--- config.mk ---
export PLATFORM = sky130hd
export DESIGN_NAME = ccc_ctrl
export DESIGN_NICKNAME = d
export VERILOG_FILES = /design/src/verilog/ccc_pkg.sv /design/src/verilog/ccc_tick.sv /design/src/verilog/ccc_ctrl.sv
export SDC_FILE = /design/constraint.sdc
export NUM_CORES = 1
export LEC_CHECK = 0
export BUFFER_PORTS_ARGS = -buffer_cell sky130_fd_sc_hd__buf_4
export CORE_ASPECT_RATIO = 0.6
export CORE_MARGIN = 3
export CORE_UTILIZATION = 58
export CTS_CLUSTER_DIAMETER = 30
export CTS_CLUSTER_SIZE = 25
export DETAILED_ROUTE_END_ITERATION = 8
export PLACE_DENSITY = 0.8
export SYNTH_ARGS = -nofsm -noshare
export SYNTH_HDL_FRONTEND = slang
export SYNTH_SLANG_ARGS = --single-unit
export TNS_END_PERCENT = 30
--- constraint.sdc ---
create_clock -name clk_sys -period 3.3 [get_ports clk_sys]
set_input_delay 0.99 -clock clk_sys [delete_from_list [all_inputs] [get_ports clk_sys]]
set_output_delay 0.99 -clock clk_sys [all_outputs]
set_load 0.01 [all_outputs]
--- src/verilog/ccc_pkg.sv ---
// ccc_pkg: constants and carrier types for the charge cycle controller
// assumes a 200 MHz system clock and an apb register port
package ccc_pkg;
    // ****************************************
    // clock and time
    // ****************************************
    localparam int CLK_HZ        = 200_000_000;
    localparam int ALERT_US      = 256;
    localparam int ALERT_CYC     = ALERT_US * (CLK_HZ / 1_000_000);
    localparam int HALF_SEC_CYC  = CLK_HZ / 2;
    localparam int SAFE_SHORT_H  = 2;
    localparam int SAFE_FAST_H   = 10;
    localparam int SAFE_SLOW_H   = 20;
    localparam int TOPOFF_STEP_M = 15;
    localparam logic [16:0] LIM_PRE  = 17'(SAFE_SHORT_H * 3600);
    localparam logic [16:0] LIM_FAST = 17'(SAFE_FAST_H * 3600);
    localparam logic [16:0] LIM_SLOW = 17'(SAFE_SLOW_H * 3600);
    localparam logic [16:0] TOPO_STEP = 17'(TOPOFF_STEP_M * 60);

    // ****************************************
    // register map
    // ****************************************
    localparam logic [7:0] OFS_CTRL = 8'h00;
    localparam logic [7:0] OFS_CURR = 8'h04;
    localparam logic [7:0] OFS_STAT = 8'h08;
    localparam logic [31:0] CTRL_RST = 32'h0000_b463;
    localparam logic [31:0] CURR_RST = 32'h0046_2211;
    // ctrl fields
    localparam int B_EN     = 0;
    localparam int B_TERM   = 1;
    localparam int B_BYPASS = 2;
    localparam int B_BSWOFF = 3;
    localparam int B_RECHG  = 4;
    localparam int B_TMR    = 5;
    localparam int B_SLOW   = 6;
    localparam int B_TSEL   = 7;
    localparam int F_TOPO   = 8;
    localparam int F_COOL   = 10;
    localparam int F_WARM   = 12;
    localparam int B_WVSEL  = 14;
    localparam int B_PROF   = 15;
    // curr fields
    localparam int F_FAST_CHARGE_CURRENT_SETTING   = 0;
    localparam int F_IPRE   = 8;
    localparam int F_ITERM  = 12;
    localparam int F_VREG   = 16;
    // status codes
    localparam logic [1:0] CS_OFF  = 2'h0;
    localparam logic [1:0] CS_PRE  = 2'h1;
    localparam logic [1:0] CS_FAST = 2'h2;
    localparam logic [1:0] CS_DONE = 2'h3;
    localparam logic [1:0] CF_TMR  = 2'h3;
    localparam logic [2:0] TF_COLD = 3'h5;
    localparam logic [2:0] TF_HOT  = 3'h6;
    localparam logic [2:0] SRC_BST = 3'h7;
    localparam logic [1:0] SCALE_FULL = 2'h3;

    // ****************************************
    // types
    // ****************************************
    typedef enum logic [2:0] {
        ST_OFF   = 3'b000,
        ST_SHORT = 3'b001,
        ST_PRE   = 3'b010,
        ST_FAST  = 3'b011,
        ST_DONE  = 3'b100,
        ST_FAULT = 3'b101
    } ccc_state_e;

    // analog comparator and loop flags
    typedef struct packed {
        logic conv_run;
        logic bat_short;
        logic bat_low;
        logic above_rechg;
        logic below_term;
        logic loops;
        logic battery_fault;
        logic supplement;
    } ccc_ana_s;

    // thermistor zone flags
    typedef struct packed {
        logic cold;
        logic cool;
        logic warm;
        logic hot;
        logic bst_ok;
    } ccc_ts_s;
endpackage : ccc_pkg

--- src/verilog/ccc_tick.sv ---
// ccc_tick: half-second and one-second enable pulses
// assumes one free-running clock
`timescale 1ns/1ps
module ccc_tick #(
    parameter int HALF_CYC = 100_000_000
) (
    // clock and reset
    input  wire logic clk_sys,
    input  wire logic rst_n,
    // enables
    output logic      half_tick,
    output logic      sec_tick
);
    logic [31:0] cnt;
    logic        ph;

    // half-second divider
    always_ff @(posedge clk_sys or negedge rst_n) begin
        if (!rst_n) begin
            cnt       <= 32'h0;
            half_tick <= 1'b0;
        end else if (cnt == 32'(HALF_CYC - 1)) begin
            cnt       <= 32'h0;
            half_tick <= 1'b1;
        end else begin
            cnt       <= cnt + 32'h1;
            half_tick <= 1'b0;
        end
    end

    // every second half tick
    always_ff @(posedge clk_sys or negedge rst_n) begin
        if (!rst_n) begin
            ph       <= 1'b0;
            sec_tick <= 1'b0;
        end else begin
            if (half_tick) ph <= ~ph;
            sec_tick <= half_tick & ph;
        end
    end
endmodule : ccc_tick

--- src/verilog/ccc_ctrl.sv ---
// ccc_ctrl: charge cycle sequencing, safety and top-off timers, apb regs
// assumes analog flags synchronous to clk_sys; enable pin is asynchronous
//
// The implementer's own choices: the APB register port and the address map.
`timescale 1ns/1ps
// Operation
// - enabled device charges autonomously
// - documented charging defaults after reset
// - start only when all conditions hold
// - terminate on low current, high voltage
// - auto recharge below recharge threshold
// - enable toggle or replug restarts cycle
// - phase status codes, alert on completion
// - phase chosen from battery voltage
// - done opens switch, status high
// - termination current field, termination disable
// - top-off follows safety timer, flag
// - top-off setting sampled at termination
// - alert at top-off start and expiry
// - thermistor window gates charging
// - cool zone current scaling
// - warm zone voltage, scale, no termination
// - bypass ignores thermistor, code 000
// - boost suspended outside boost limits
// - safety time 2, 10 or 20 hours
// - timer expiry fault, blink, alert
// - half rate timer under regulation
// - timer freezes on faults, resets on restart
module ccc_ctrl #(
    parameter int ALERT_CYCLES = ccc_pkg::ALERT_CYC,
    parameter int HALF_CYCLES  = ccc_pkg::HALF_SEC_CYC
) (
    // clock and reset
    input  wire logic             clk_sys,
    input  wire logic             rst_n,
    // apb slave
    input  wire logic             psel,
    input  wire logic             penable,
    input  wire logic             pwrite,
    input  wire logic [7:0]       paddr,
    input  wire logic [31:0]      pwdata,
    output logic      [31:0]      prdata,
    output logic                  pready,
    output logic                  pslverr,
    // analog side
    input  wire ccc_pkg::ccc_ana_s ana,
    input  wire ccc_pkg::ccc_ts_s  ts,
    input  wire logic [2:0]       src_type,
    input  wire logic             boost_mode,
    input  wire logic             charge_enable_n,
    // controls to power stage
    output logic      [1:0]       i_mode,
    output logic      [1:0]       i_scale,
    output logic                  v_warm_reduce,
    output logic                  batt_switch_on,
    output logic                  boost_suspend,
    output logic      [5:0]       fast_charge_current_setting_code,
    output logic      [3:0]       ipre_code,
    output logic      [3:0]       iterm_code,
    output logic      [7:0]       vreg_code,
    output logic                  recharge_offset_select,
    // status pin and host alert
    output logic                  stat_oe,
    output logic                  alert_n
);
    import ccc_pkg::*;

    // ****************************************
    // declarations
    // ****************************************
    ccc_state_e  state;
    logic [31:0] ctrl;
    logic [31:0] curr;
    logic        ce_m, ce_s, en_q;
    logic        half_tick, sec_tick;
    logic [16:0] safe_cnt, topo_cnt, topo_lim;
    logic        safe_ph, topo_ph, topo_run, tfault;
    logic [31:0] alert_cnt;
    logic        blink;
    logic        enable, ts_out, ts_ok, susp, start_ok, charging;
    logic        slow, tick_ok, term_hit, expire, boost_flt;
    logic [16:0] safe_lim;
    logic [1:0]  phase_code;
    logic [2:0]  ts_code;

    // voltage to phase
    function automatic ccc_state_e phase_of(input logic sh, input logic lo);
        phase_of = sh ? ST_SHORT : (lo ? ST_PRE : ST_FAST);
    endfunction : phase_of

    ccc_tick #(.HALF_CYC(HALF_CYCLES)) u_tick (
        .clk_sys   (clk_sys),
        .rst_n     (rst_n),
        .half_tick (half_tick),
        .sec_tick  (sec_tick)
    );

    // ****************************************
    // enable pin synchroniser
    // ****************************************
    always_ff @(posedge clk_sys or negedge rst_n) begin
        if (!rst_n) begin
            ce_m <= 1'b1;
            ce_s <= 1'b1;
            en_q <= 1'b0;
        end else begin
            ce_m <= charge_enable_n;
            ce_s <= ce_m;
            en_q <= enable;
        end
    end

    // ****************************************
    // qualification terms
    // ****************************************
    // enable from bit and pin
    assign enable   = ctrl[B_EN] & ~ce_s;
    assign ts_out   = ts.cold | ts.hot;
    assign ts_ok    = ctrl[B_BYPASS] | ~ts_out;
    assign susp     = ~ts_ok | ana.battery_fault;
    assign start_ok = ana.conv_run & enable & (curr[F_FAST_CHARGE_CURRENT_SETTING+:6] != 6'h0)
                      & ts_ok & ~tfault & ~ctrl[B_BSWOFF];
    assign charging = (state == ST_SHORT) | (state == ST_PRE) | (state == ST_FAST);
    assign slow     = ctrl[B_SLOW] & (ana.loops | (ctrl[B_PROF] & ~ctrl[B_BYPASS]
                      & ((ts.cool & ctrl[F_COOL+:2] != SCALE_FULL)
                      | (ts.warm & ctrl[F_WARM+:2] != SCALE_FULL))));
    assign tick_ok  = sec_tick & ~susp;
    assign safe_lim = (state == ST_FAST) ? (ctrl[B_TSEL] ? LIM_SLOW : LIM_FAST) : LIM_PRE;
    assign expire   = charging & ctrl[B_TMR] & (safe_cnt >= safe_lim);
    assign term_hit = (state == ST_FAST) & ana.below_term & ana.above_rechg
                      & ~ana.loops & ctrl[B_TERM] & ~susp
                      & ~(ts.warm & ctrl[B_PROF] & ~ctrl[B_BYPASS]);
    assign boost_flt = boost_mode & ~ctrl[B_BYPASS] & ~ts.bst_ok;

    // ****************************************
    // charge state machine
    // ****************************************
    // drop to off on restart
    always_ff @(posedge clk_sys or negedge rst_n) begin
        if (!rst_n) begin
            state <= ST_OFF;
        end else if (!enable || !ana.conv_run || ctrl[B_BSWOFF]) begin
            state <= ST_OFF;
        end else begin
            case (state)
                ST_OFF: begin
                    if (start_ok) state <= phase_of(ana.bat_short, ana.bat_low);
                end
                ST_SHORT, ST_PRE, ST_FAST: begin
                    if (expire) state <= ST_FAULT;
                    else if (term_hit) state <= ST_DONE;
                    else state <= phase_of(ana.bat_short, ana.bat_low);
                end
                ST_DONE: begin
                    if (!ana.above_rechg && start_ok)
                        state <= phase_of(ana.bat_short, ana.bat_low);
                end
                ST_FAULT: state <= ST_FAULT;
                default:  state <= ST_OFF;
            endcase
        end
    end

    always_ff @(posedge clk_sys or negedge rst_n) begin
        if (!rst_n) tfault <= 1'b0;
        else if (expire) tfault <= 1'b1;
        else if (!enable || !ana.conv_run) tfault <= 1'b0;
    end

    // ****************************************
    // safety timer
    // ****************************************
    // reset outside a cycle, half rate
    always_ff @(posedge clk_sys or negedge rst_n) begin
        if (!rst_n) begin
            safe_cnt <= 17'h0;
            safe_ph  <= 1'b0;
        end else if (!charging || !enable) begin
            safe_cnt <= 17'h0;
            safe_ph  <= 1'b0;
        end else if (tick_ok) begin
            safe_ph <= ~safe_ph;
            if (!slow || safe_ph) safe_cnt <= safe_cnt + 17'h1;
        end
    end

    // ****************************************
    // top-off timer
    // ****************************************
    // sampled at termination, follows safety gating
    always_ff @(posedge clk_sys or negedge rst_n) begin
        if (!rst_n) begin
            topo_run <= 1'b0;
            topo_cnt <= 17'h0;
            topo_lim <= 17'h0;
            topo_ph  <= 1'b0;
        end else if (term_hit) begin
            topo_run <= ctrl[F_TOPO+:2] != 2'h0;
            topo_cnt <= 17'h0;
            topo_lim <= 17'(ctrl[F_TOPO+:2] * TOPO_STEP);
            topo_ph  <= 1'b0;
        end else if (state != ST_DONE || ctrl[F_TOPO+:2] == 2'h0) begin
            topo_run <= 1'b0;
        end else if (topo_run && topo_cnt >= topo_lim) begin
            topo_run <= 1'b0;
        end else if (topo_run && tick_ok) begin
            topo_ph <= ~topo_ph;
            if (!slow || topo_ph) topo_cnt <= topo_cnt + 17'h1;
        end
    end

    // ****************************************
    // host alert pulse
    // ****************************************
    // alert events
    always_ff @(posedge clk_sys or negedge rst_n) begin
        if (!rst_n) begin
            alert_cnt <= 32'h0;
            alert_n   <= 1'b1;
        end else if (term_hit || expire || (topo_run && state == ST_DONE
                     && ctrl[F_TOPO+:2] != 2'h0 && topo_cnt >= topo_lim)) begin
            alert_cnt <= 32'(ALERT_CYCLES - 1);
            alert_n   <= 1'b0;
        end else if (alert_cnt != 32'h0) begin
            alert_cnt <= alert_cnt - 32'h1;
        end else begin
            alert_n <= 1'b1;
        end
    end

    // ****************************************
    // power stage controls
    // ****************************************
    // current, voltage, switch
    always_ff @(posedge clk_sys or negedge rst_n) begin
        if (!rst_n) begin
            i_mode         <= 2'h0;
            i_scale        <= SCALE_FULL;
            v_warm_reduce  <= 1'b0;
            batt_switch_on <= 1'b1;
            boost_suspend  <= 1'b0;
        end else begin
            i_mode         <= (charging && !susp) ? 2'(state) : 2'h0;
            i_scale        <= (!ctrl[B_PROF] || ctrl[B_BYPASS]) ? SCALE_FULL :
                              ts.cool ? ctrl[F_COOL+:2] :
                              ts.warm ? ctrl[F_WARM+:2] : SCALE_FULL;
            v_warm_reduce  <= ctrl[B_PROF] & ~ctrl[B_BYPASS] & ts.warm & ctrl[B_WVSEL];
            batt_switch_on <= ~ctrl[B_BSWOFF] & (charging | ana.supplement
                              | (state == ST_OFF));
            boost_suspend  <= boost_flt;
        end
    end

    // setting mirrors for the analog side
    always_ff @(posedge clk_sys or negedge rst_n) begin
        if (!rst_n) begin
            fast_charge_current_setting_code              <= CURR_RST[F_FAST_CHARGE_CURRENT_SETTING+:6];
            ipre_code              <= CURR_RST[F_IPRE+:4];
            iterm_code             <= CURR_RST[F_ITERM+:4];
            vreg_code              <= CURR_RST[F_VREG+:8];
            recharge_offset_select <= CTRL_RST[B_RECHG];
        end else begin
            fast_charge_current_setting_code              <= curr[F_FAST_CHARGE_CURRENT_SETTING+:6];
            ipre_code              <= curr[F_IPRE+:4];
            iterm_code             <= curr[F_ITERM+:4];
            vreg_code              <= curr[F_VREG+:8];
            recharge_offset_select <= ctrl[B_RECHG];
        end
    end

    // ****************************************
    // status pin
    // ****************************************
    // blink on fault, low while charging
    always_ff @(posedge clk_sys or negedge rst_n) begin
        if (!rst_n) begin
            blink   <= 1'b0;
            stat_oe <= 1'b0;
        end else begin
            if (half_tick) blink <= ~blink;
            if (state == ST_FAULT || (charging && susp)) stat_oe <= blink;
            else stat_oe <= charging;
        end
    end

    // ****************************************
    // status codes
    // ****************************************
    always_comb begin
        case (state)
            ST_SHORT, ST_PRE: phase_code = CS_PRE;
            ST_FAST:          phase_code = CS_FAST;
            ST_DONE:          phase_code = CS_DONE;
            default:          phase_code = CS_OFF;
        endcase
        if (ctrl[B_BYPASS]) ts_code = 3'h0;
        else if ((boost_mode ? ~ts.bst_ok : ts_out) && ts.cold) ts_code = TF_COLD;
        else if (boost_mode ? ~ts.bst_ok : ts_out) ts_code = TF_HOT;
        else ts_code = 3'h0;
    end

    // ****************************************
    // apb registers
    // ****************************************
    // defaults, one wait state
    always_ff @(posedge clk_sys or negedge rst_n) begin
        if (!rst_n) begin
            ctrl    <= CTRL_RST;
            curr    <= CURR_RST;
            pready  <= 1'b0;
            pslverr <= 1'b0;
            prdata  <= 32'h0;
        end else if (psel && penable && !pready) begin
            pready  <= 1'b1;
            pslverr <= paddr != OFS_CTRL && paddr != OFS_CURR && paddr != OFS_STAT;
            prdata  <= 32'h0;
            if (!pwrite) begin
                case (paddr)
                    OFS_CTRL: prdata <= ctrl;
                    OFS_CURR: prdata <= curr;
                    OFS_STAT: prdata <= {20'h0,
                                         boost_mode ? (boost_flt ? 3'h0 : SRC_BST) : src_type,
                                         ts_code, tfault ? CF_TMR : 2'h0,
                                         1'b0, topo_run, phase_code};
                    default:  prdata <= 32'h0;
                endcase
            end
        end else begin
            pready  <= 1'b0;
            pslverr <= 1'b0;
            // writes land at the completing edge
            if (psel && penable && pwrite && paddr == OFS_CTRL) ctrl <= {16'h0, pwdata[15:0]};
            if (psel && penable && pwrite && paddr == OFS_CURR) curr <= {8'h0, pwdata[23:0]};
        end
    end
endmodule : ccc_ctrl

# After elaboration in Yosys (flattened, before gate mapping)
# Index checks and enable logic that the tools add are counted.
[word_totals]
ff_bits = 227
latchBits = 0
ramBits = 0
rom_bits = 0
inputBits = 63
out_inout_bits = 66
elab_cells = 218
mem_count = 0
[classes]
n_addsub = 4
multipliers = 1
div = 0
order_cmp = 2
n_eq_ne = 18
n_shift = 0
n_mux = 52
bitwise_logic = 52
n_reduce_logical = 56
[op_table]
columns = ["operator", "n"]
rows = [
  ["17-bit two-way mux", 10],
  ["32-bit two-way mux", 3],
  ["24-bit case mux with 3 select lines", 1],
  ["17-bit by 1-bit adder with 17-bit output, second input constant", 2],
  ["32-bit by 1-bit adder with 32-bit output, second input constant", 1],
  ["32-bit by 27-bit equality test with 1-bit output, second input constant", 1],
  ["32-bit nonzero test", 1],
  ["32-bit by 1-bit subtractor with 32-bit output, second input constant", 1],
  ["3-bit two-way mux", 10],
  ["1-bit bitwise AND", 28],
  ["24-bit two-way mux", 1],
  ["1-bit two-way mux", 19],
  ["17-bit by 12-bit greater-or-equal comparator with 1-bit output", 1],
  ["17-bit greater-or-equal comparator", 1],
  ["1-bit logical AND", 16],
  ["1-bit inverter", 15],
  ["2-bit nonzero test", 7],
  ["2-bit two-way mux", 6],
  ["3-bit case mux with 4 select lines", 1],
  ["1-bit logical OR", 10],
  ["2-bit by 8-bit multiplier with 10-bit output, second input constant", 1],
  ["2-bit != test, second input constant", 5],
  ["3-bit != test, second input constant", 3],
  ["1-bit OR", 9],
  ["20 further kinds", 32],
]

# Longest topological paths before layout
# Gate-level depths: netlist of the first run.
[logic_depth]
ltp_word = 13
depth_mapped = 11
mapped_depth_nobuf = 10

# Hierarchy
# From an unflattened synthesis of the first run, not the netlist that was laid out.
[unflattened]
hier_cells = 937
hier_area_um2 = 10192.3
[by_module_without_submodules]
columns = ["mod", "n_inst", "cells_each", "area_per_inst_um2", "seq_area_each_um2"]
rows = [
  ["ccc_ctrl", 1, 764, 8415.6, 4539.4],
  ["ccc_tick", 1, 173, 1776.7, 875.8],
]

# Least setup slack after synthesis of the first run
# OpenSTA, ideal clock, no wires.
[synth_timing]
path_kind = "in2reg"
start = "in paddr[1]"
end = "reg ctrl[11]"
arrival_ps = 2793
t_required_ps = 3175
path_slack_ps = 383
stages = 8
path_buffers = 3
path_cell_list = "nor4_2 > nand2_1 > or2_1 > clkbuf_1 > or3_1 > buf_2 > buf_2 > mux2_2"
[synth_via]
elab_chain_cells = 3
[synth_rtl]
columns = ["element", "line_no", "rtl"]
rows = [
  ["start, declared", "ccc_ctrl.sv:40", "input wire logic [7:0] paddr,"],
  ["8-bit logical NOT", "ccc_ctrl.sv:332", "if (psel && penable && pwrite && paddr == OFS_CTRL) ctrl <= {16'h0, pwdata[15:0]};"],
  ["1-bit logical AND", "ccc_ctrl.sv:332", ""],
  ["2-bit AND reduction (no source line)", "n/a", ""],
  ["end signal, assigned", "ccc_ctrl.sv:332", ""],
  ["end, declared", "ccc_ctrl.sv:72", "logic [31:0] ctrl;"],
]
# No other way between the ends.
# A chain may end at the register's enable or synchronous reset.

# Final worst setup path of the first run
[layout_timing]
start = "reg state[0]"
end = "reg state[2]"
[layout_via]
elab_chain_cells = 11
word_cells_on_any_way = 26
[layout_rtl]
columns = ["element", "line_no", "rtl"]
rows = [
  ["start, declared", "ccc_ctrl.sv:71", "ccc_state_e state;"],
  ["start signal, assigned", "ccc_ctrl.sv:147", "if (start_ok) state <= phase_of(ana.bat_short, ana.bat_low);"],
  ["start signal, assigned", "ccc_ctrl.sv:152", "else state <= phase_of(ana.bat_short, ana.bat_low);"],
  ["start signal, assigned", "ccc_ctrl.sv:156", "state <= phase_of(ana.bat_short, ana.bat_low);"],
  ["parallel branches: the longest is 11 deep, another holds 17-bit greater-or-equal comparator", "n/a", ""],
]
# Several ways; the timed one is not identified.

==> results of run 1 <==
## stage by stage
stage	instance area [um^2]	cells	power (uW)	setup slack, ns	util
after floorplan	10300	953	2740	0.383	-
after global placement	11500	1282	2870	0.308	0.667
after detailed placement	11500	1282	2870	0.284	0.667
after CTS	12600	1339	6230	0.295	0.731
after global routing	12600	1339	6390	0.104	0.731
final	12600	1339	6190	0.239	0.731
## cell families (layout without fill, tap and decap cells)
kind of cell	after synthesis	after routing	synth area share
simple gates	355	355	0.196
compound gates	168	168	0.112
other cells	1	8	0.000364
fa+ha+maj	25	25	0.0303
buf+inv	70	222	0.0289
xor+xnor	47	47	0.0399
mux	65	65	0.0680
flops	215	215	0.525
## worst max path at each step
stage | startpoint | endpoint | cells after the start
after floorplan | paddr[1] | ctrl[11]$_DFFE_PN0P_ | 8
after global placement | paddr[1] | ctrl[4]$_DFFE_PN0P_ | 7
after detailed placement | paddr[1] | ctrl[3]$_DFFE_PN0P_ | 7
after CTS | state[0]$_DFFE_PN0P_ | state[2]$_DFFE_PN0P_ | 8
after global routing | state[0]$_DFFE_PN0P_ | state[2]$_DFFE_PN0P_ | 8
final | state[0]$_DFFE_PN0P_ | state[2]$_DFFE_PN0P_ | 8
## cells in the mapped netlist, drive strengths merged, types with 4 or more instances
| cell | count |
|---|---|
| dfrtp | 187 |
| nand2 | 57 |
| nor2 | 48 |
| mux2 | 41 |
| o21ai | 38 |
| nand3 | 37 |
| nand4 | 36 |
| nor3 | 34 |
| clkbuf | 31 |
| xnor2 | 30 |
| a21oi | 29 |
| dfstp | 28 |
| inv | 26 |
| ha | 25 |
| mux2i | 24 |
| nor4 | 24 |
| or3 | 24 |
| a22o | 19 |
| or4 | 18 |
| a211oi | 17 |
| nor2b | 17 |
| xor2 | 17 |
| o31ai | 14 |
| and3 | 13 |
| buf | 13 |
| nand2b | 11 |
| or2 | 9 |
| a21o | 6 |
| nand4b | 6 |
| o2111ai | 6 |
| and4 | 5 |
| o22ai | 5 |
| a211o | 4 |
| a31oi | 4 |
| nor3b | 4 |
## cells in the final DEF (no fill, tap or decap), types with 19 or more instances in the layout
master,count
dfrtp_1,187
buf_4,136
nand2_1,57
nor2_1,47
mux2_2,41
nand3_1,37
o21ai_0,37
nand4_1,36
nor3_1,32
clkbuf_16,31
xnor2_1,30
a21oi_1,29
dfstp_2,28
inv_1,26
ha_1,25
mux2i_1,24
or3_1,24
nor4_1,19
a22o_1,19
## final cells by class
class	count	area share
flip-flops and latches	215	0.429
clock inverters	26	0.0249
clock buffers	31	0.0615
well taps	234	0.0232
repair buffers	139	0.0853
inverters	26	0.00774
multi-input cells	668	0.368
## metal layers
layer	part of all wire	GRT usage
met1	0.48	0.413
met2	0.44	0.387
met3	0.065	0.0490
met5	0	0
met4	0.015	0.0538
## sequential cells by signal, summed over array words and instances (netlist names), 2 cells and up
name,cells
ctrl,16
i_scale,2
topo_cnt,17
ipre_code,4
curr,24
i_mode,2
prdata,24
iterm_code,4
vreg_code,8
topo_lim,6
fast_charge_current_setting_code,6
alert_cnt,32
safe_cnt,17
u_tick.cnt,32
state,3
## worst max-delay path: cells and delay by family, from the launching register on
| family | cells | cell delay, ns |
|---|---|---|
| AND/OR/NAND/NOR | 3 | 1.11 |
| AO/OA/AOI/OAI | 4 | 1.07 |
| flip-flops | 1 | 0.44 |
| adder cells (fa/ha/maj) | 1 | 0.34 |
## power by group
group	internal, uW	switching [uW]
Sequential	2640	3.87
Clock	1860	1500
Combinational	67.3	109
Total	4580	1610
==> impl_results.md, run 1 <==
- Status: finished clean
- I/O Buffers: 112
- Share of cells above drive strength 1: 0.262
- Hold-fix buffer count after cts: 0
- Syn-to-layout area delta: 22.3%
- Ys async rst share: 1.00
- Die width: around 180 um
- Post-synth top area cell: dfrtp_1
- 1st-iter DRT viols: 640
- Root buf cell: clkbuf_16
- Worst R2R Start: state[0]$_DFFE_PN0P_
- Avg Inst Size Synth: 10.9 um^2
- Initial antenna violation count: 0
- Routability congestion estimate from global placement: slightly below 0.9
- DRT Wirelength: ~26 mm
- Post-CTS setup-driven buffer insertion count: 0
- Fin crit period: between 3 and 4 ns
- Via density: around 6.1
- VDD IR-drop max: between 300 and 400 uV
- Fill cells: roughly 1200
- CTS buffer count: 31
- Critical Path Sink Type: register
- Worst-path cell chain: nor2b_1 > nand3_1 > ha_1 > or4b_2 > o21ai_0 > o21ai_0 > a21o_1 > o211ai_1
- Worst endpoint required time: approximately 3.8 ns
- Residual DRC: 0
- Io pins: 129
- Reg2reg end: state[2]$_DFFE_PN0P_
- Max stage delay on crit path: roughly 0.6 ns
- Crit Path Max Fanout: 16
- EDFF count, synth: 0
- Slew HR: 0.158
- Core area: 0.0173 mm^2
- Hold Slack: between 0.3 and 0.4 ns
- Cell depth of the worst flop-to-flop path: 8
- Largest net degree at the start of global routing: between 80 and 90
- Synth area leaders: dfrtp_1 45%, dfstp_2 7.1%, mux2_2 4.5%
- Arrival @ worst endpoint: ~3.5 ns
- Top_reg_cell synth: dfrtp_1
- Drt pass-1 iters: 7
- Worst setup path class: reg -> reg
- Via count: 8183
- PostCTS Resize Cnt: 0
- Worst Max-Slew Pin Slew: between 1 and 1.5 ns
- GRT overflow: 0
- Unrepaired setup endpoints after global routing: no
- Number of diodes: 0
- Initial Utilization: 0.597
- Wirelength per Cell: between 15 and 20 um
- Final worst-path cycle share: 0.928
- Fin. max-slew vios: 0
- CTS tree: done
- Vias in the first global route: between 7000 and 8000
- Setup crit start kind: register
- Tot GR Track Use: 0.264
- Leakage Power: around 0.0056 uW
- Synth Instances: between 900 and 1000
- Clock tree buffer depth: 3
- Post-route ant nets: 0
- R2r setup slk: around 0.24 ns
- Area of the multi-input gates: around 0.0046 mm^2
- Yosys Warn Count: 0
- Synthesized flop and latch total: ~220
- Fin nets: ~1200
- Worst path slowest cell: or4b_2
- Min-Delay Path Class: in -> async
- Clock Skew: between 0.01 and 0.015 ns
- Worst-path clk slew: approximately 0.060 ns
- Max Freq: about 330 MHz
- Final Hold Fails: 0
- # setup viols final: 0
- Die height: 109 um
- Synth top area share: 0.454
- First-pass GRT wire length: between 40 and 50 mm
- HPWL after DPL: around 18 mm
- Cell Pwr Density: between 400 and 500 mW/mm^2
- Maxcap violations: 0
- Register area share after synthesis: 0.525
- Setup TNS: 0 ns
- Die area: 0.0195 mm^2
- Post-synthesis cell area: just over 0.01 mm^2
- Storage cell area: about 0.0054 mm^2
- Later-pin clock latency in the skew report: between 0.5 and 0.6 ns
- Worst path most repeated cell: o21ai_0
- Synth cell types: just under 70
- Number of H-tree levels: 1
- Core Rows: 37
- Clock sinks: around 220
Note: power is estimated with default switching activity, not from simulation.
==> run 2: changes to the inputs <==
--- a/config.mk
+++ b/config.mk
@@ -12,7 +12,7 @@
 export CTS_CLUSTER_DIAMETER = 30
 export CTS_CLUSTER_SIZE = 25
 export DETAILED_ROUTE_END_ITERATION = 8
-export PLACE_DENSITY = 0.8
+export PLACE_DENSITY = 0.91
 export SYNTH_ARGS = -nofsm -noshare
 export SYNTH_HDL_FRONTEND = slang
 export SYNTH_SLANG_ARGS = --single-unit
==> impl_results.md, run 2 (synthesis gave the netlist of run 1 again) <==
- Status: finished clean
- 1st-iter DRT viols: 1132 (+77%)
- Core area: 0.0173 mm^2 (unchanged)
- Commonest non-fill, non-tap cells in the layout: 187 x dfrtp_1, 135 x buf_4, 57 x nand2_1, 47 x nor2_1, 41 x mux2_2
- Residual DRC: 0 (unchanged)
- Vias in the first global route: 8446 (+8.5%)
- Worst endpoint required time: 3.62 ns (-0.14 ns)
- Post-route non-filler standard cell count: 1342 (+0.22%)
- Hold-fix buffer count after cts: 0 (unchanged)
- Fin crit period: 3.07 ns (+0.00588 ns)
- Post-route ant nets: 0 (unchanged)
- Worst Max-Slew Pin Slew: 0.719 ns (-0.534 ns)
- PnR worst setup slack: 0.233 ns (-0.00588 ns)
- Largest regs: alert_cnt (32), u_tick.cnt (32)
- Via count: 8735 (+6.7%)
- Max stage delay on crit path: 0.59 ns (about the same)
- Fin. max-slew vios: 0 (unchanged)
- Arrival @ worst endpoint: 3.38 ns (-0.14 ns)
- Share of cells above drive strength 1: 0.260 (-0.00161)
- Final Hold Fails: 0 (unchanged)
- Syn-to-layout area delta: 23.6%
- Largest net degree at the start of global routing: 74 (-9.8%)
- Number of H-tree levels: 2 (+1)
- Via density: 6.51 (+6.5%)
- Post-CTS setup-driven buffer insertion count: 0 (unchanged)
- Drt pass-1 iters: 6 (-1)
- Fin nets: 1171 (+0.17%)
- Crit path max-delay family: simple AND/OR/NAND/NOR gates
- Tot GR Track Use: 0.295 (+0.0310)
- Place WS: 0.140 ns (-0.144 ns)
- Hold depth: 0
- Clock Skew: 0.0367 ns (+0.0251 ns)
- Setup TNS: 0 ns (unchanged)
- Die area: 0.0195 mm^2 (unchanged)
- Slew HR: 0.517 (+0.358)
- HPWL after DPL: 18.2 mm (+2.6%)
- Worst-path cell chain: nor2b_1 > nand3_1 > ha_1 > or4b_2 > o21ai_0 > o21ai_0 > a21oi_1 > buf_4 > nor3_1
- Max Freq: 326 MHz (-0.19%)
- CTS tree: done
- Io pins: 129 (unchanged)
- VDD IR-drop max: 431 uV (+8.7%)
- Worst-path clk slew: 0.07 ns (about the same)
- I/O Buffers: 112 (unchanged)
- Core Rows: 37 (unchanged)
- Root buf cell: clkbuf_16
- Worst setup path class: reg -> reg
- GRT overflow: 0 (unchanged)
- Final worst-path cycle share: 0.929 (+0.00178)
- DP Cell Count: 1281 (-0.078%)
- PostCTS Resize Cnt: 0 (unchanged)
- Buf/Inv on CP: 1 (+1)
- Worst R2R Start: state[0]$_DFFE_PN0P_
- Routability congestion estimate from global placement: 0.874 (-1.3%)
- Cell Pwr Density: 523 mW/mm^2 (+6.6%)
- Die width: 178 um (unchanged)
- Worst path most repeated cell: o21ai_0
- Later-pin clock latency in the skew report: 0.50 ns (-0.05 ns)
- Worst path slowest cell: or4b_2
- Die height: 109 um (unchanged)
- R2r setup slk: 0.23 ns (about the same)
- First-pass GRT wire length: 45.3 mm (+9.3%)
- Initial Utilization: 0.597 (unchanged)
- Clock sinks: 215 (unchanged)
- Reg2reg end: alert_cnt[26]$_DFFE_PN0P_
- Critical Path Sink Type: register
- Initial antenna violation count: 0 (unchanged)
- Clock tree buffer depth: 3 (unchanged)
- Commonest non-fill, non-tap cell in the layout: dfrtp_1
- Crit Path Max Fanout: 21 (+5)
- Leakage Power: 0.00568 uW (+1.2%)
- Number of diodes: 0 (unchanged)
- Cell depth of the worst flop-to-flop path: 9 (+1)
- CTS buffer count: 34 (+9.7%)
- DRT Wirelength: 29.0 mm (+13%)
- # setup viols final: 0 (unchanged)
- Hold Path Origin: ce_m$_DFF_PN1_
- Unrepaired setup endpoints after global routing: no
- Setup crit start kind: register
- Hold Path End: ce_s$_DFF_PN1_
- Min-Delay Path Class: reg -> reg
- Wirelength per Cell: 21.6 um (+13%)
- Maxcap violations: 0 (unchanged)
==> run 2: how the worst max path moves through the flow <==
| stage | start | end | slack (ns) | cells past startpoint |
|---|---|---|---|---|
| finish | state[0]$_DFFE_PN0P_ | alert_cnt[26]$_DFFE_PN0P_ | 0.23 | 9 |
| global route | state[0]$_DFFE_PN0P_ | alert_cnt[24]$_DFFE_PN0P_ | 0.04 | 9 |
| CTS | state[0]$_DFFE_PN0P_ | state[2]$_DFFE_PN0P_ | 0.31 | 8 |
| floorplan | paddr[1] | ctrl[11]$_DFFE_PN0P_ | 0.38 | 8 |
| detailed placement | ts[1] | safe_cnt[7]$_DFFE_PN0P_ | 0.14 | 6 |
| global placement | ts[1] | safe_cnt[9]$_DFFE_PN0P_ | 0.26 | 6 |
==> run 2: final cells by class <==
cell class / count / area [um^2]
Sequential cell: 215 / 5420
Multi-Input combinational cell: 668 / 4640
Fill cell: 1025 / 4520
Timing Repair Buffer: 138 / 1070
Clock buffer: 47 / 1010
Tap cell: 234 / 293
Clock inverter: 14 / 218
Inverter: 26 / 97.6
==> run 2: power by group <==
part           switching, uW  total (uW)  internal [uW]
Clock                   1340        3830           2490
Combinational            115         183           67.9
Sequential              4.60        2650           2650
==> run 2: layer usage <==
layer | part of all wire | track usage | vias to the layer above | routed length, um
li1 | - | - | 3771 | -
met1 | 0.40 | 0.425 | 4314 | 11700
met2 | 0.46 | 0.449 | 555 | 13400
met3 | 0.11 | 0.0690 | 95 | 3070
met4 | 0.028 | 0.0907 | 0 | 819
met5 | 0 | 0 | - | 0
==> run 2: through the flow <==
step	instance area, um^2	hold WS, ns	total power (uW)	utilization
2_1_floorplan	10300	0.345	2740	-
3_3_place_gp	11500	0.348	2870	0.667
3_5_place_dp	11500	0.354	2870	0.667
4_1_cts	12700	0.355	6670	0.738
5_1_grt	12700	0.355	6830	0.738
6_report	12700	0.353	6670	0.738
==> run 3: changes to the inputs <==
--- a/config.mk
+++ b/config.mk
@@ -5,10 +5,11 @@
 export SDC_FILE = /design/constraint.sdc
 export NUM_CORES = 1
 export LEC_CHECK = 0
+export ABC_AREA = 1
 export BUFFER_PORTS_ARGS = -buffer_cell sky130_fd_sc_hd__buf_4
 export CORE_ASPECT_RATIO = 0.6
 export CORE_MARGIN = 3
-export CORE_UTILIZATION = 58
+export CORE_UTILIZATION = 59
 export CTS_CLUSTER_DIAMETER = 30
 export CTS_CLUSTER_SIZE = 25
 export DETAILED_ROUTE_END_ITERATION = 8
==> impl_results.md, run 3 <==
- Worst setup path class: reg -> reg
- Post-synth top area cell: dfrtp_1
- Via density: 5.66 (-13%)
- Met1 Use GR: 0.429 (+0.00345)
- Synthesized flop and latch total: 215 (unchanged)
- Busiest grt layer: met2
- CTS buffer count: 30 (-12%)
- # setup viols final: 0 (unchanged)
- Clock tree buffer depth: 3 (unchanged)
- Arrival @ worst endpoint: 3.36 ns (-0.02 ns)
- Wirelength per Cell: 17.0 um (-21%)
- Grt met3 use: 0.0948 (+0.0258)
- Synth cell types: 42 (-39%)
- I/O Buffers: 112 (unchanged)
- Met2 Use GR: 0.437 (-0.0119)
- Post-CTS setup-driven buffer insertion count: 0 (unchanged)
- Status: finished clean
- Worst Max-Slew Pin Slew: 0.879 ns (+0.160 ns)
- Final instance area: 0.0134 mm^2 (+5.0%)
- Clock sinks: 215 (unchanged)
- Worst R2R Start: state[2]$_DFFE_PN0P_
- Min-Delay Path Class: reg -> reg
- Final worst-path cycle share: 0.897 (-0.0324)
- Placed Instance Area: 0.0123 mm^2 (+6.7%)
- Ys async rst share: 1.00 (unchanged)
- Clock Skew: 0.0270 ns (-0.00972 ns)
- Post-route ant nets: 0 (unchanged)
- Critical Path Sink Type: register
- Crit Path Max Fanout: 24 (+14%)
- CTS tree: done
- Hold-fix buffer count after cts: 0 (unchanged)
- Io pins: 129 (unchanged)
- Vias in the first global route: 9768 (+16%)
- Fill cells: 1292 (+26%)
- R2r setup slk: 0.34 ns (+0.11 ns)
- Post-synthesis cell area: 0.0112 mm^2 (+8.6%)
- Setup crit start kind: register
- Worst-path clk slew: 0.06 ns (about the same)
- Area of the multi-input gates: 0.00492 mm^2 (+6.0%)
- Synth cell count leaders: 389 x nand2_1, 187 x dfrtp_1, 171 x nor2_1
- VDD IR-drop max: 385 uV (-11%)
- Final Hold Fails: 0 (unchanged)
- Top_reg_cell synth: dfrtp_1
- Synth top area share: 0.418 (-0.0358)
- Core Rows: 38 (+2.7%)
- Slew HR: 0.412 (-0.105)
- Drt pass-1 iters: 6 (unchanged)
- Largest regs: alert_cnt (32), u_tick.cnt (32)
- Avg Inst Size Synth: 8.02 um^2 (-26%)
- Via count: 10148 (+16%)
- Number of H-tree levels: 1 (-1)
- Cell depth of the worst flop-to-flop path: 13 (+4)
- Fin crit period: 2.96 ns (-0.107 ns)
- Hold Path Origin: ce_m$_DFF_PN1_
- Syn-to-layout area delta: 19.6%
- Fin nets: 1616 (+38%)
- PostCTS Resize Cnt: 0 (unchanged)
- Later-pin clock latency in the skew report: 0.57 ns (+0.07 ns)
- Synth Instances: 1397 (+48%)
- Unrepaired setup endpoints after global routing: no
- Routability congestion estimate from global placement: 0.986 (+13%)
- Cell Pwr Density: 469 mW/mm^2 (-10%)
- Hold Path End: ce_s$_DFF_PN1_
- GRT overflow: 0 (unchanged)
- Fin. max-slew vios: 0 (unchanged)
- Hold depth: 0 (unchanged)
- Residual DRC: 0 (unchanged)
- Root buf cell: clkbuf_16
- Final core utilization: 0.730 (-0.00873)
- Largest net degree at the start of global routing: 64 (-14%)
- Reg2reg end: alert_cnt[14]$_DFFE_PN0P_
- Worst endpoint required time: 3.70 ns (+0.08 ns)
- First-pass GRT wire length: 49.5 mm (+9.5%)
- Leakage Power: 0.00670 uW (+18%)
- Commonest non-fill, non-tap cell in the layout: nand2_1
- Die width: 184 um (+3.2%)
- DRT Wirelength: 30.6 mm (+5.5%)
- Place WS: 0.505 ns (+0.366 ns)
- Tot GR Track Use: 0.297 (+0.00182)
- Most frequent cell after synthesis: nand2_1
- 1st-iter DRT viols: 1097 (-3.1%)
- EDFF count, synth: 0 (unchanged)
- Commonest non-fill, non-tap cells in the layout: 389 x nand2_1, 187 x dfrtp_1, 171 x nor2_1, 169 x inv_1, 125 x buf_4
- Maxcap violations: 0 (unchanged)
- PnR worst setup slack: 0.340 ns (+0.107 ns)
- Synth area leaders: dfrtp_1 42%, nand2_1 13%, dfstp_2 6.6%
- Initial antenna violation count: 1 (+1)
- Register area share after synthesis: 0.484 (-0.0415)
- Storage cell area: 0.00542 mm^2 (unchanged)
- Initial Utilization: 0.610 (+0.0129)
- HPWL after DPL: 21.5 mm (+18%)
- Die height: 113 um (+3.1%)
- Max Freq: 338 MHz (+3.6%)
- Die area: 0.0207 mm^2 (+6.4%)
- Core area: 0.0184 mm^2 (+6.3%)
- Setup TNS: 0 ns (unchanged)
- Share of cells above drive strength 1: 0.162 (-0.0982)
- Yosys Warn Count: 0 (unchanged)
[run 3: cell count changes after synthesis, moves of 24 or more]
cell,previous run,this run
mux2i_1,24,0
nand3_1,37,67
inv_1,26,169
or3_1,24,0
o21ai_0,37,68
xor2_1,17,50
nor2_1,48,171
nand2_1,57,389
mux2_2,41,0
[run 3: how the worst max path moves through the flow]
stage / end / slack (ns) / start / depth (start not counted)
global route: alert_cnt[14]$_DFFE_PN0P_ / 0.11 / state[2]$_DFFE_PN0P_ / 13
floorplan: curr[12]$_DFFE_PN0P_ / 1.13 / paddr[1] / 8
finish: alert_cnt[14]$_DFFE_PN0P_ / 0.34 / state[2]$_DFFE_PN0P_ / 13
detailed placement: alert_cnt[14]$_DFFE_PN0P_ / 0.51 / state[2]$_DFFE_PN0P_ / 13
CTS: alert_cnt[14]$_DFFE_PN0P_ / 0.37 / state[2]$_DFFE_PN0P_ / 13
global placement: alert_cnt[14]$_DFFE_PN0P_ / 0.59 / state[2]$_DFFE_PN0P_ / 13
[run 3: layout make-up]
cell class / count / share of cell area
antenna: 1 / 0.000187
clock buffer: 37 / 0.0610
clock inverter: 19 / 0.0211
inverter: 175 / 0.0491
multi-input combinational: 978 / 0.368
sequential: 215 / 0.404
tap: 240 / 0.0224
timing repair buffer: 128 / 0.0742
[run 3: per-layer routing]
metal,share of wire,up-vias
met4,0.026,0
li1,-,4720
met2,0.43,567
met5,0,-
met1,0.42,4786
met3,0.12,75
[run 3: through the flow]
stage	power, uW	hold slack (ns)	instances
floorplan	2740	0.345	1404
global placement	2860	0.348	1736
detailed placement	2860	0.347	1736
CTS	6320	0.356	1792
global route	6480	0.356	1793
finish	6280	0.355	1793
[run 3: where the power goes]
group          switching (uW)  internal [uW]
registers                4.33           2650
logic                     105           61.7
clock network            1280           2180
[run 3: kinds of logic after synthesis]
logic type	Yosys count	synth area share
AO/OA/AOI/OAI	120	0.0594
XOR/XNOR	62	0.0485
adder cells (fa/ha/maj)	25	0.0279
buffers and inverters	211	0.0794
flip-flops	215	0.484
other	1	0.000335
AND/OR/NAND/NOR	763	0.301
[run 3: critical path: stages, from the launching register on]
cell and delay, ns:
dfrtp_1 0.43, nor2_2 0.24, inv_1 0.09, nor2_1 0.22
inv_1 0.16, ha_1 0.32, nand2_1 0.12, o21ai_0 0.10
a21oi_1 0.13, nand2_1 0.08, nand2_1 0.16, nand3_4 0.30
inv_2 0.28, o21ai_0 0.14
